`src/common/ussr_pkg.sv`:
```
package ussr_pkg;

  // ********************************************************************
  // Word and storage layout.
  // ********************************************************************
  localparam int unsigned WORD_WIDTH = 8;
  localparam int unsigned FIRST_BIT  = 0;
  localparam int unsigned LAST_BIT   = 7;
  localparam logic [7:0]  WORD_RESET = 8'h00;

  // ********************************************************************
  // Load log buffer layout.
  // ********************************************************************
  localparam int unsigned LOG_DEPTH  = 8;
  localparam int unsigned LOG_PTR_W  = 3;
  localparam int unsigned LOG_CNT_W  = 4;

  // ********************************************************************
  // Operating modes, coded as {mode_select_high, mode_select_low}.
  // ********************************************************************
  typedef enum logic [1:0] {
    MODE_HOLD  = 2'b00,
    MODE_RIGHT = 2'b01,
    MODE_LEFT  = 2'b10,
    MODE_LOAD  = 2'b11
  } ussr_mode_type;

endpackage

```
`src/ussr_register.sv`:
```
`timescale 1ns/1ps

// **********************************************************************
// Load log buffer.
// **********************************************************************
module ussr_fifo #(
  parameter int unsigned WIDTH = 8,
  parameter int unsigned DEPTH = 8,
  parameter int unsigned PTR_W = 3,
  parameter int unsigned CNT_W = 4
) (
  // Clock and reset.
  input  wire logic             clk,
  input  wire logic             rst_n,
  // Filling side.
  input  wire logic             in_valid,
  input  wire logic [WIDTH-1:0] in_data,
  output logic                  in_ready,
  // Draining side.
  output logic                  out_valid,
  output logic [WIDTH-1:0]      out_data,
  input  wire logic             out_ready
);

  logic [WIDTH-1:0] mem_reg [DEPTH];
  logic [PTR_W-1:0] wr_ptr_reg;
  logic [PTR_W-1:0] rd_ptr_reg;
  logic [CNT_W-1:0] count_reg;
  logic [CNT_W-1:0] count_next;
  logic             push;
  logic             pop;

  assign push       = in_valid && in_ready;
  assign pop        = out_valid && out_ready;
  assign count_next = count_reg + CNT_W'(push) - CNT_W'(pop);
  assign in_ready   = (count_reg != CNT_W'(DEPTH));
  assign out_valid  = (count_reg != '0);
  assign out_data   = mem_reg[rd_ptr_reg];

  generate
    for (genvar i = 0; i < DEPTH; i++) begin : g_cell
      always_ff @(posedge clk or negedge rst_n) begin
        if (!rst_n) begin
          mem_reg[i] <= '0;
        end else if (push && (wr_ptr_reg == PTR_W'(i))) begin
          mem_reg[i] <= in_data;
        end
      end
    end
  endgenerate

  always_ff @(posedge clk or negedge rst_n) begin
    if (!rst_n) begin
      wr_ptr_reg <= '0;
      rd_ptr_reg <= '0;
      count_reg  <= '0;
    end else begin
      wr_ptr_reg <= push ? wr_ptr_reg + PTR_W'(1) : wr_ptr_reg;
      rd_ptr_reg <= pop ? rd_ptr_reg + PTR_W'(1) : rd_ptr_reg;
      count_reg  <= count_next;
    end
  end

endmodule

// **********************************************************************
// Universal shift and storage register.
// **********************************************************************
module ussr_register (
  // Clock and reset.
  input  wire logic       clk,
  input  wire logic       rst_n,
  // Mode and output control.
  input  wire logic       mode_select_low,
  input  wire logic       mode_select_high,
  input  wire logic       port_drive_disable_a,
  input  wire logic       port_drive_disable_b,
  input  wire logic       sync_clear_n,
  // Serial cascade.
  input  wire logic       right_serial_in,
  input  wire logic       left_serial_in,
  output logic            first_bit_serial_out,
  output logic            last_bit_serial_out,
  // Shared parallel ports.
  input  wire logic [7:0] stored_bits_in,
  output logic [7:0]      stored_bits_out,
  output logic [7:0]      stored_bits_oe,
  // Load log stream.
  output logic            load_log_ready,
  output logic            load_log_valid,
  output logic [7:0]      load_log_data,
  input  wire logic       load_log_take
);

  ussr_pkg::ussr_mode_type mode;
  logic [7:0] stored_reg;
  logic [7:0] stored_next;
  logic       oe_next;
  logic       first_reg;
  logic       last_reg;
  logic       log_push;

  // ********************************************************************
  // Mode decode and next word.
  // ********************************************************************
  assign mode = ussr_pkg::ussr_mode_type'({mode_select_high, mode_select_low});

  assign stored_next =
    !sync_clear_n                     ? ussr_pkg::WORD_RESET :
    (mode == ussr_pkg::MODE_RIGHT)    ? {stored_reg[6:0], right_serial_in} :
    (mode == ussr_pkg::MODE_LEFT)     ? {left_serial_in, stored_reg[7:1]} :
    (mode == ussr_pkg::MODE_LOAD)     ? stored_bits_in :
    stored_reg;

  // Drivers follow the selects and controls in the same cycle.
  // A registered enable would still drive during the first load cycle.
  // The load would then capture the register's own outputs.
  assign oe_next = rst_n && (mode != ussr_pkg::MODE_LOAD) && !port_drive_disable_a &&
                   !port_drive_disable_b;

  assign log_push = sync_clear_n && (mode == ussr_pkg::MODE_LOAD);

  // ********************************************************************
  // Storage flops.
  // ********************************************************************
  always_ff @(posedge clk or negedge rst_n) begin
    if (!rst_n) begin
      stored_reg <= ussr_pkg::WORD_RESET;
      first_reg  <= 1'b0;
      last_reg   <= 1'b0;
    end else begin
      stored_reg <= stored_next;
      first_reg  <= stored_next[ussr_pkg::FIRST_BIT];
      last_reg   <= stored_next[ussr_pkg::LAST_BIT];
    end
  end

  assign stored_bits_out      = stored_reg;
  assign stored_bits_oe       = {8{oe_next}};
  assign first_bit_serial_out = first_reg;
  assign last_bit_serial_out  = last_reg;

  // ********************************************************************
  // Load log buffer.
  // ********************************************************************
  ussr_fifo #(
    .WIDTH (ussr_pkg::WORD_WIDTH),
    .DEPTH (ussr_pkg::LOG_DEPTH),
    .PTR_W (ussr_pkg::LOG_PTR_W),
    .CNT_W (ussr_pkg::LOG_CNT_W)
  ) u_log (
    .clk       (clk),
    .rst_n     (rst_n),
    .in_valid  (log_push),
    .in_data   (stored_bits_in),
    .in_ready  (load_log_ready),
    .out_valid (load_log_valid),
    .out_data  (load_log_data),
    .out_ready (load_log_take)
  );
endmodule

```
`config.mk`:
```
export PLATFORM = sky130hd
export DESIGN_NAME = ussr_register
export DESIGN_NICKNAME = d
export VERILOG_FILES = /design/src/common/ussr_pkg.sv /design/src/ussr_register.sv
export SDC_FILE = /design/constraint.sdc
export NUM_CORES = 1
export LEC_CHECK = 0
export BUFFER_PORTS_ARGS = -buffer_cell sky130_fd_sc_hd__buf_2
export CORE_ASPECT_RATIO = 0.75
export CORE_MARGIN = 2
export CORE_UTILIZATION = 25
export CTS_CLUSTER_DIAMETER = 150
export DETAILED_ROUTE_END_ITERATION = 12
export GPL_ROUTABILITY_DRIVEN = 0
export PLACE_DENSITY = 0.5
export SLEW_MARGIN = 40
export SYNTH_ARGS = -nofsm -noshare
export SYNTH_HDL_FRONTEND = slang
export SYNTH_SLANG_ARGS = --single-unit
```
`constraint.sdc`:
```
create_clock -name clk -period 6.25 [get_ports clk]
set_input_delay 0.9375 -clock clk [delete_from_list [all_inputs] [get_ports clk]]
set_output_delay 0.9375 -clock clk [all_outputs]
set_load 0.01 [all_outputs]
```
==> results of run 1 <==
worst reg2reg max path, delay by kind of cell, from the launching register on:
family / cells / cell delay (ns)
AND/OR/NAND/NOR: 2 / 0.61
adder cells (fa/ha/maj): 4 / 0.96
flip-flops: 1 / 0.37
buffers and inverters: 4 / 0.29
XOR/XNOR: 1 / 0.14
cells by family after synthesis:
kind of cell | after synthesis
buffers and inverters | 38
and+or+nand+nor | 29
xor gates and xnor gates | 5
DFF | 82
adders and majority gates | 17
AOI/OAI and AO/OA | 26
muxes | 91
synthesized netlist by cell type (4+ instances only):
master,number
dfrtp_1,82
mux2_2,74
ha_1,16
inv_1,16
mux4_2,16
buf_4,13
nand2_1,12
o21ai_0,10
a221oi_1,8
o31ai_1,6
clkbuf_1,4
xnor2_1,4
area by class of cell:
type / count / area, sq um
Multi-Input combinational cell: 168 / 1930
Tap cell: 210 / 263
Clock inverter: 2 / 60.1
Inverter: 16 / 60.1
Fill cell: 1613 / 11200
Sequential cell: 82 / 2050
Clock buffer: 14 / 264
Timing Repair Buffer: 49 / 262
how the worst max path moves through the flow:
stage          cells past startpoint                 to            start  slack (ns)
5_1_grt                            3  stored_bits_oe[0]            rst_n        3.07
4_1_cts                            3  stored_bits_oe[0]            rst_n        2.97
2_1_floorplan                      3  stored_bits_oe[0]  mode_select_low        3.09
3_3_place_gp                       3  stored_bits_oe[5]            rst_n        3.02
6_report                           4  stored_bits_oe[0]  mode_select_low        3.20
3_5_place_dp                       3  stored_bits_oe[0]            rst_n        2.98
power by group:
| group | internal, mW | switching, mW | total, mW |
|---|---|---|---|
| clock | 0.372 | 0.209 | 0.582 |
| combinational | 0.473 | 0.323 | 0.797 |
| sequential | 0.753 | 0.167 | 0.920 |
stage by stage:
| step | hold slack [ns] | cell area (sq um) | instances |
|---|---|---|---|
| after global placement | 0.484 | 4500 | 523 |
| after floorplan | 0.475 | 4130 | 288 |
| after detailed placement | 0.491 | 4550 | 524 |
| after global routing | 0.517 | 4890 | 541 |
| final | 0.499 | 4890 | 541 |
| after CTS | 0.503 | 4870 | 540 |
cell usage in the layout, fill, tap and decap left out, types with 6 or more instances in the layout:
cell type,Yosys,routed
clkbuf_16,0,9
inv_1,16,16
o31ai_1,6,6
mux4_2,16,16
o21ai_0,10,10
mux2_2,74,74
buf_2,2,44
dfrtp_1,82,81
ha_1,16,16
a221oi_1,8,8
nand2_1,12,12
routing by layer:
metal	GRT usage (%)	wire [microns]	share of wire, %
met1	15.4	4600	50
met2	17.2	4180	45
met3	3.73	385	4.2
met4	2.80	70	0.76
met5	0	0	0
==> impl_metrics.ini, run 1 <==
[status]
status = finished clean

[global_routing]
grt_pass1_wl_microns = 14600
antenna_found_initial = 0
grt_max_degree = 54
grt_usage_pct = 11.2
grt_pass1_vias = 2469
grt-ovfl-total = 0

[power]
total_power_mw = 2.30
ir_drop_v = 0.000192
p_leak_nw = 2.19
power-per-cell-area_nw_per_um2 = 470

[synthesis]
yosysTopAreaCell = dfrtp_1
synth_area_sq_um = 4130
yosysWarnings = 0
yosysSeqAreaShare_pct = 49.7
ys_top_cells_by_area = dfrtp_1 50%, mux2_2 20%, mux4_2 8.7%
yosysTopAreaCellShare_pct = 49.7
ys.flop_type = dfrtp_1
ys_ff_latch = 82
synth_top_family_by_area = multiplexers
synthCells = 288
syn_nets = 323
synth_fa_ha_area_share_pct = 5.33
synth_simple_gate_area_share_pct = 5.73
synth_compound_area_share_pct = 4.30
syn_area_per_cell_sq_um = 14.3
ys_types = 30
synth_xor_area_share_pct = 1.06
async_flop_share_pct = 100
synth_edf_count = 0
synth_mux_area_share_pct = 29.2

[setup_path]
worstPathMaxFanout = 8
path_buf_inv = 2
r2r_end = u_log.count_reg[2]
cp_common_cell = buf_2
crit_family = simple AND/OR/NAND/NOR gates
worstRegToRegCells = 11
worstPathArrival_ns = 2.11
rrSetupSlack_ns = 3.76
slowest_delay_ns = 0.55
cp-start-kind = input port
cpMaxStageDelayCell = nor4b_2
r2r-start = u_log.count_reg[2]
cp_cell_sequence = buf_2 -> ha_1 -> nor4b_2 -> buf_2
setup.worst_path.class = in2out
cp_data_required_time_ns = 5.31
end_kind = output pin

[placement]
place_ws_ns = 2.98
io_buffers = 45
dp_hpwl_microns = 6210

[sta]
final.setup.tns_ns = 0
period_share_pct = 48.7
hold_violations = 0
finalCriticalPeriod_ns = 3.05
fmax_ghz = 0.328
fin_skew_ns = 0.00609
slew_violations = 0
worst_pin_slew_ns = 0.816
setup_viol = 0
rsz0062_at_grt = false
slew_headroom_pct = 45.4
final.setup.worst_slack_ns = 3.20

[floorplanning]
initial_core_util_pct = 25.7
placementRows = 40
die_y_microns = 115
die_width_microns = 152
io_pins = 46
coreArea_sq_um = 16100
die-area_sq_um = 17600

[clock_network]
cts-resized-gates = 0
cts.clk_slew.worst_paths_ns = 0.05
cts_root_buf = clkbuf_16
htree_num_levels = 3
cts_tree = done
clock_sinks = 82
cts_hold_buf = 0
post_cts_buffers = 0
cts_buffers = 9
cts_buffer_depth = 2
clk_latency_ns = 0.34

[routing]
vias_per_cell = 4.56
ant_nets = 0
first_iter_violations = 114
num_vias = 2467
wire_per_inst_microns = 17.1
drc = 0
dr.pass1.iters = 4
postRouteWirelength_microns = 9240

[layout]
drive_above_1_share_pct = 50.2
largest_register_ffs = 64
areaGrowthSynthToFinish_pct = 18.5
final_nets = 361
fin_util_pct = 30.5
n_antenna_cell = 0

[run]
maxCapViolCount = 0

[worst_hold_path]
min_path_cells = 1
hp-class = reg2reg
min_from = u_log.mem_reg[8]
min_to = u_log.mem_reg[8]
(Power assumes the default switching activity.)
==> inputs of run 2 (changes only) <==
--- a/config.mk
+++ b/config.mk
@@ -12,7 +12,7 @@
 export CTS_CLUSTER_DIAMETER = 150
 export DETAILED_ROUTE_END_ITERATION = 12
 export GPL_ROUTABILITY_DRIVEN = 0
-export PLACE_DENSITY = 0.5
+export PLACE_DENSITY = 0.51
 export SLEW_MARGIN = 40
 export SYNTH_ARGS = -nofsm -noshare
 export SYNTH_HDL_FRONTEND = slang
==> constraint.sdc (replaced) <==
create_clock -name clk -period 2.5 [get_ports clk]
set_input_delay 0.375 -clock clk [delete_from_list [all_inputs] [get_ports clk]]
set_output_delay 0.375 -clock clk [all_outputs]
set_load 0.01 [all_outputs]
==> run 2 against run 1 <==
  * Critical path depth is 7 higher
  * Die area stayed put
  * Utilization is 0.47 points higher
  * Flip-flop and latch count stayed put
  * Register-to-register slack worse by 3.6 ns
  * Critical path type is now reg2reg
  * Largest power group unchanged
  * Highest routed layer unchanged
==> impl_metrics.ini, run 2 (synthesis gave the netlist of run 1 again) <==
[placement]
place_ws_ns = 0.106
io_buffers = 45
placed_area_sq_um = 4660
dp_hpwl_microns = 6200

[routing]
ant_nets = 0
dr.pass1.iters = 7
postRouteWirelength_microns = 8930
num_vias = 2479
first_iter_violations = 97
wire_per_inst_microns = 16.1
drc = 0
vias_per_cell = 4.46

[clock_network]
htree_num_levels = 3
clock_sinks = 82
cts.clk_slew.worst_paths_ns = 0.06
cts_tree = done
cts_buffers = 9
cts_root_buf = clkbuf_16
cts_buffer_depth = 2
cts_hold_buf = 0
clk_latency_ns = 0.34

[layout]
largest_register_ffs = 64
fillers = 1592
drive_above_1_share_pct = 53.2
stdcell_area_sq_um = 4970
final_cell_mix = 81 x dfrtp_1, 74 x mux2_2, 44 x buf_2, 18 x buf_4
fin_util_pct = 30.9
final_nets = 376
final_common_cell = dfrtp_1
n_antenna_cell = 0
areaGrowthSynthToFinish_pct = 20.3

[sta]
final.setup.worst_slack_ns = 0.146
worst_pin_slew_ns = 0.564
slew_violations = 0
fin_skew_ns = 0.00200
hold_violations = 0
period_share_pct = 94.2
rsz0062_at_grt = false
slew_headroom_pct = 62.3
setup_viol = 0
fmax_ghz = 0.425
final.setup.tns_ns = 0
finalCriticalPeriod_ns = 2.35

[setup_path]
worstPathArrival_ns = 2.58
setup.worst_path.class = reg2reg
end_kind = flop
worstPathMaxFanout = 3
cp_data_required_time_ns = 2.73
cp-start-kind = flop

[floorplanning]
initial_core_util_pct = 25.7
placementRows = 40
die-area_sq_um = 17600
io_pins = 46
die_y_microns = 115
coreArea_sq_um = 16100
die_width_microns = 152

[power]
ir_drop_v = 0.000421
power-per-cell-area_nw_per_um2 = 1140
total_power_mw = 5.66
p_leak_nw = 2.26

[global_routing]
antenna_found_initial = 0
grt-ovfl-total = 0
grt_max_degree = 83
grt_pass1_wl_microns = 14300
grt_pass1_vias = 2631
grt_usage_pct = 10.7

[run]
maxCapViolCount = 0

[worst_hold_path]
hp-class = in2async

[status]
status = finished clean
==> run 2: worst max-delay path, cell delays in order (launching register included) <==
cell and delay [ns]:
dfrtp_1 0.37, inv_2 0.07, ha_1 0.14, or3b_2 0.48
nand2_2 0.09, inv_1 0.04, ha_1 0.28, inv_1 0.06
ha_1 0.15, inv_1 0.05, fa_1 0.37, xnor2_1 0.13
==> run 2: timing repair <==
item / in CTS / in global routing
setup buffers: 0 / 0
endpoints found under the hold margin: 0 / 0
gates resized for setup: 0 / 3
setup endpoints to repair: 0 / 3
==> run 2: per-stage QoR <==
stage / hold slack, ns / cells
floorplan: 0.0794 / 288
global placement: 0.468 / 540
detailed placement: 0.470 / 540
CTS: 0.141 / 556
global route: 0.152 / 556
finish: 0.0973 / 556
==> run 2: routing by layer <==
metal,part of all wire (%),GRT usage [%],vias to the layer above
met2,47,17.1,32
li1,-,-,1137
met3,3.0,3.05,12
met4,1.3,3.55,0
met1,48,14.2,1298
met5,0,0,-
==> run 2: cell type report <==
| type | instances | area, sq um | share of cell area [%] |
|---|---|---|---|
| flip-flops and latches | 82 | 2050 | 41.3 |
| multi-input cells | 168 | 1890 | 38.0 |
| repair buffers | 64 | 395 | 7.96 |
| well taps | 210 | 263 | 5.29 |
| clock buffers | 12 | 256 | 5.16 |
| inverters | 16 | 60.1 | 1.21 |
| clock inverters | 4 | 50.0 | 1.01 |
==> run 2: path summary, 6_finish.rpt <==
path	to	cells past startpoint	start	slack (ns)
setup / recovery	u_log.count_reg[2]	11	u_log.count_reg[2]	0.15
setup reg to reg	u_log.count_reg[2]	11	u_log.count_reg[2]	0.15
max in group asynchronous	u_log.rd_ptr_reg[0]	2	rst_n	2.01
hold reg to reg	u_log.rd_ptr_reg[2]	1	u_log.rd_ptr_reg[2]	0.48
hold / removal	u_log.mem_reg[53]	2	rst_n	0.1
min in group clk	u_log.rd_ptr_reg[2]	3	load_log_take	0.32
==> run 2: power by group <==
group	internal (mW)	switching [mW]	total, mW
logic	1.22	0.829	2.05
registers	1.88	0.365	2.25
clock network	0.827	0.530	1.36
total	3.93	1.72	5.66
==> inputs of run 3 (changes only) <==
--- a/config.mk
+++ b/config.mk
@@ -8,11 +8,11 @@
 export BUFFER_PORTS_ARGS = -buffer_cell sky130_fd_sc_hd__buf_2
 export CORE_ASPECT_RATIO = 0.75
 export CORE_MARGIN = 2
-export CORE_UTILIZATION = 25
+export CORE_UTILIZATION = 42
 export CTS_CLUSTER_DIAMETER = 150
 export DETAILED_ROUTE_END_ITERATION = 12
 export GPL_ROUTABILITY_DRIVEN = 0
-export PLACE_DENSITY = 0.51
+export PLACE_DENSITY = 0.72
 export SLEW_MARGIN = 40
 export SYNTH_ARGS = -nofsm -noshare
 export SYNTH_HDL_FRONTEND = slang
==> run 3 against run 2 <==
  * Sequential share of layout area is 0.91 points higher
  * Critical endpoint is now u_log.count_reg[1]
  * Global-route usage is 6.3 points higher
  * Clock skew is 0.0035 ns higher
  * Cell count is 14% lower
  * First-iteration DRC count is 27% higher
  * Flip-flop and latch count stayed put
  * Non-clock buffer count stayed put
  * Design area is 2.2% lower
  * Register-to-register slack better by 0.07 ns
  * Largest cell class unchanged
==> impl_metrics.ini, run 3 (synthesis gave the netlist of run 1 again) <==
[layout]
largest_register_ffs = 64
fin_util_pct = 50.5
drive_above_1_share_pct = 53.2
areaGrowthSynthToFinish_pct = 17.7
n_antenna_cell = 0
stdcell_area_sq_um = 4860
regArea_sq_um = 2050
fillers = 851
final_nets = 376
instances_no_fill = 478
multi_input_area_sq_um = 1890
final_cell_mix = 82 x dfrtp_1, 74 x mux2_2, 44 x buf_2, 19 x buf_4
final_common_cell = dfrtp_1

[sta]
fin_hold_ws_ns = 0.108
setup_viol = 0
final.setup.worst_slack_ns = 0.213
slew_violations = 0
finalCriticalPeriod_ns = 2.29
worst_pin_slew_ns = 0.590
hold_violations = 0
rsz0062_at_grt = false
final.setup.tns_ns = 0
period_share_pct = 91.5
slew_headroom_pct = 60.6
fmax_ghz = 0.437
fin_skew_ns = 0.00551

[setup_path]
r2r-start = u_log.count_reg[2]
worstPathMaxFanout = 3
slowest_delay_ns = 0.48
cpMaxStageDelayCell = fa_1
worstRegToRegCells = 11
setup.worst_path.class = reg2reg
cp_cell_sequence = inv_2 -> ha_1 -> or3b_4 -> nand2_2 -> inv_1 -> ha_1 -> inv_1 -> ha_1 -> inv_1 -> fa_1 -> inv_1
end_kind = flop
rrSetupSlack_ns = 0.21
cp_common_cell = inv_1
cp-start-kind = flop
r2r_end = u_log.count_reg[1]
cp_data_required_time_ns = 2.73
worstPathArrival_ns = 2.52
critPathLaunch = u_log.count_reg[2]

[power]
comb_power_share_pct = 36.6
p_leak_nw = 2.25
swShare_pct = 30.3
power-per-cell-area_nw_per_um2 = 1150
p_seq_share_pct = 39.9
p_sw_mw = 1.70
ir_drop_v = 0.000673
total_power_mw = 5.60
p_int_mw = 3.90
clkPwrFrac_pct = 23.4

[routing]
drc = 0
num_vias = 2509
postRouteWirelength_microns = 8340
first_iter_violations = 123
ant_nets = 0
wire_per_inst_microns = 17.4
dr.pass1.iters = 4
vias_per_cell = 5.25

[clock_network]
cts.clk_slew.worst_paths_ns = 0.06
clk_latency_ns = 0.33
cts_buffers = 9
clock_sinks = 82
cts_tree = done
cts_root_buf = clkbuf_16
cts_buffer_depth = 2
htree_num_levels = 3

[global_routing]
grt_pass1_vias = 2650
grt_usage_pct = 17.1
grt_max_degree = 50
grt-ovfl-total = 0
antenna_found_initial = 0
grt_pass1_wl_microns = 13900

[floorplanning]
die-area_sq_um = 10600
die_y_microns = 89.9
io_pins = 46
initial_core_util_pct = 42.9
die_width_microns = 118
coreArea_sq_um = 9620
placementRows = 31

[placement]
place_ws_ns = 0.0462
placed_area_sq_um = 4540
dpl.cell_count = 461
io_buffers = 45
dp_hpwl_microns = 5780

[run]
maxCapViolCount = 0

[worst_hold_path]
hp-class = in2async

[status]
status = finished clean
[run 3: repair_timing]
action                                  4_1_cts  5_1_grt
hold buffers                                  0        0
endpoints found under the setup margin        0        3
gates resized for setup                       0        3
setup buffers                                 0        1
[run 3: final cells by class]
class / count / area share [%]
Inverter: 16 / 1.24
Multi-Input combinational cell: 168 / 38.9
Tap cell: 132 / 3.40
Sequential cell: 82 / 42.2
Timing Repair Buffer: 64 / 7.88
Clock inverter: 6 / 1.37
Clock buffer: 10 / 4.92
[run 3: critical path, delay by kind of cell, from the launching register on]
kind / cells / cell delay, ns
buf+inv: 5 / 0.28
fa+ha+maj: 4 / 1.06
simple gates: 2 / 0.47
flops: 1 / 0.38
[run 3: power groups by stage]
stage	registers, mW	clock network (mW)	logic (mW)
finish	2.24	1.31	2.05
global route	2.31	1.42	2.27
CTS	2.24	1.36	2.09
detailed placement	2.26	0	2.07
global placement	2.22	0	1.99
floorplan	2.10	0	1.63
[run 3: metal layers]
layer / global-route usage, % / vias to the layer above / share of wire, %
li1: - / 1150 / -
met3: 6.28 / 10 / 5.4
met4: 4.07 / 0 / 0.94
met1: 22.4 / 1294 / 45
met5: 0 / - / 0
met2: 27.1 / 55 / 49
[run 3: how the worst max path moves through the flow]
stage,slack (ns),to,cells after the start
floorplan,0.14,u_log.count_reg[2],11
global placement,0.12,u_log.count_reg[2],11
detailed placement,0.05,u_log.count_reg[1],11
CTS,0.02,u_log.count_reg[1],11
global route,0.06,u_log.count_reg[2],11
finish,0.21,u_log.count_reg[1],11
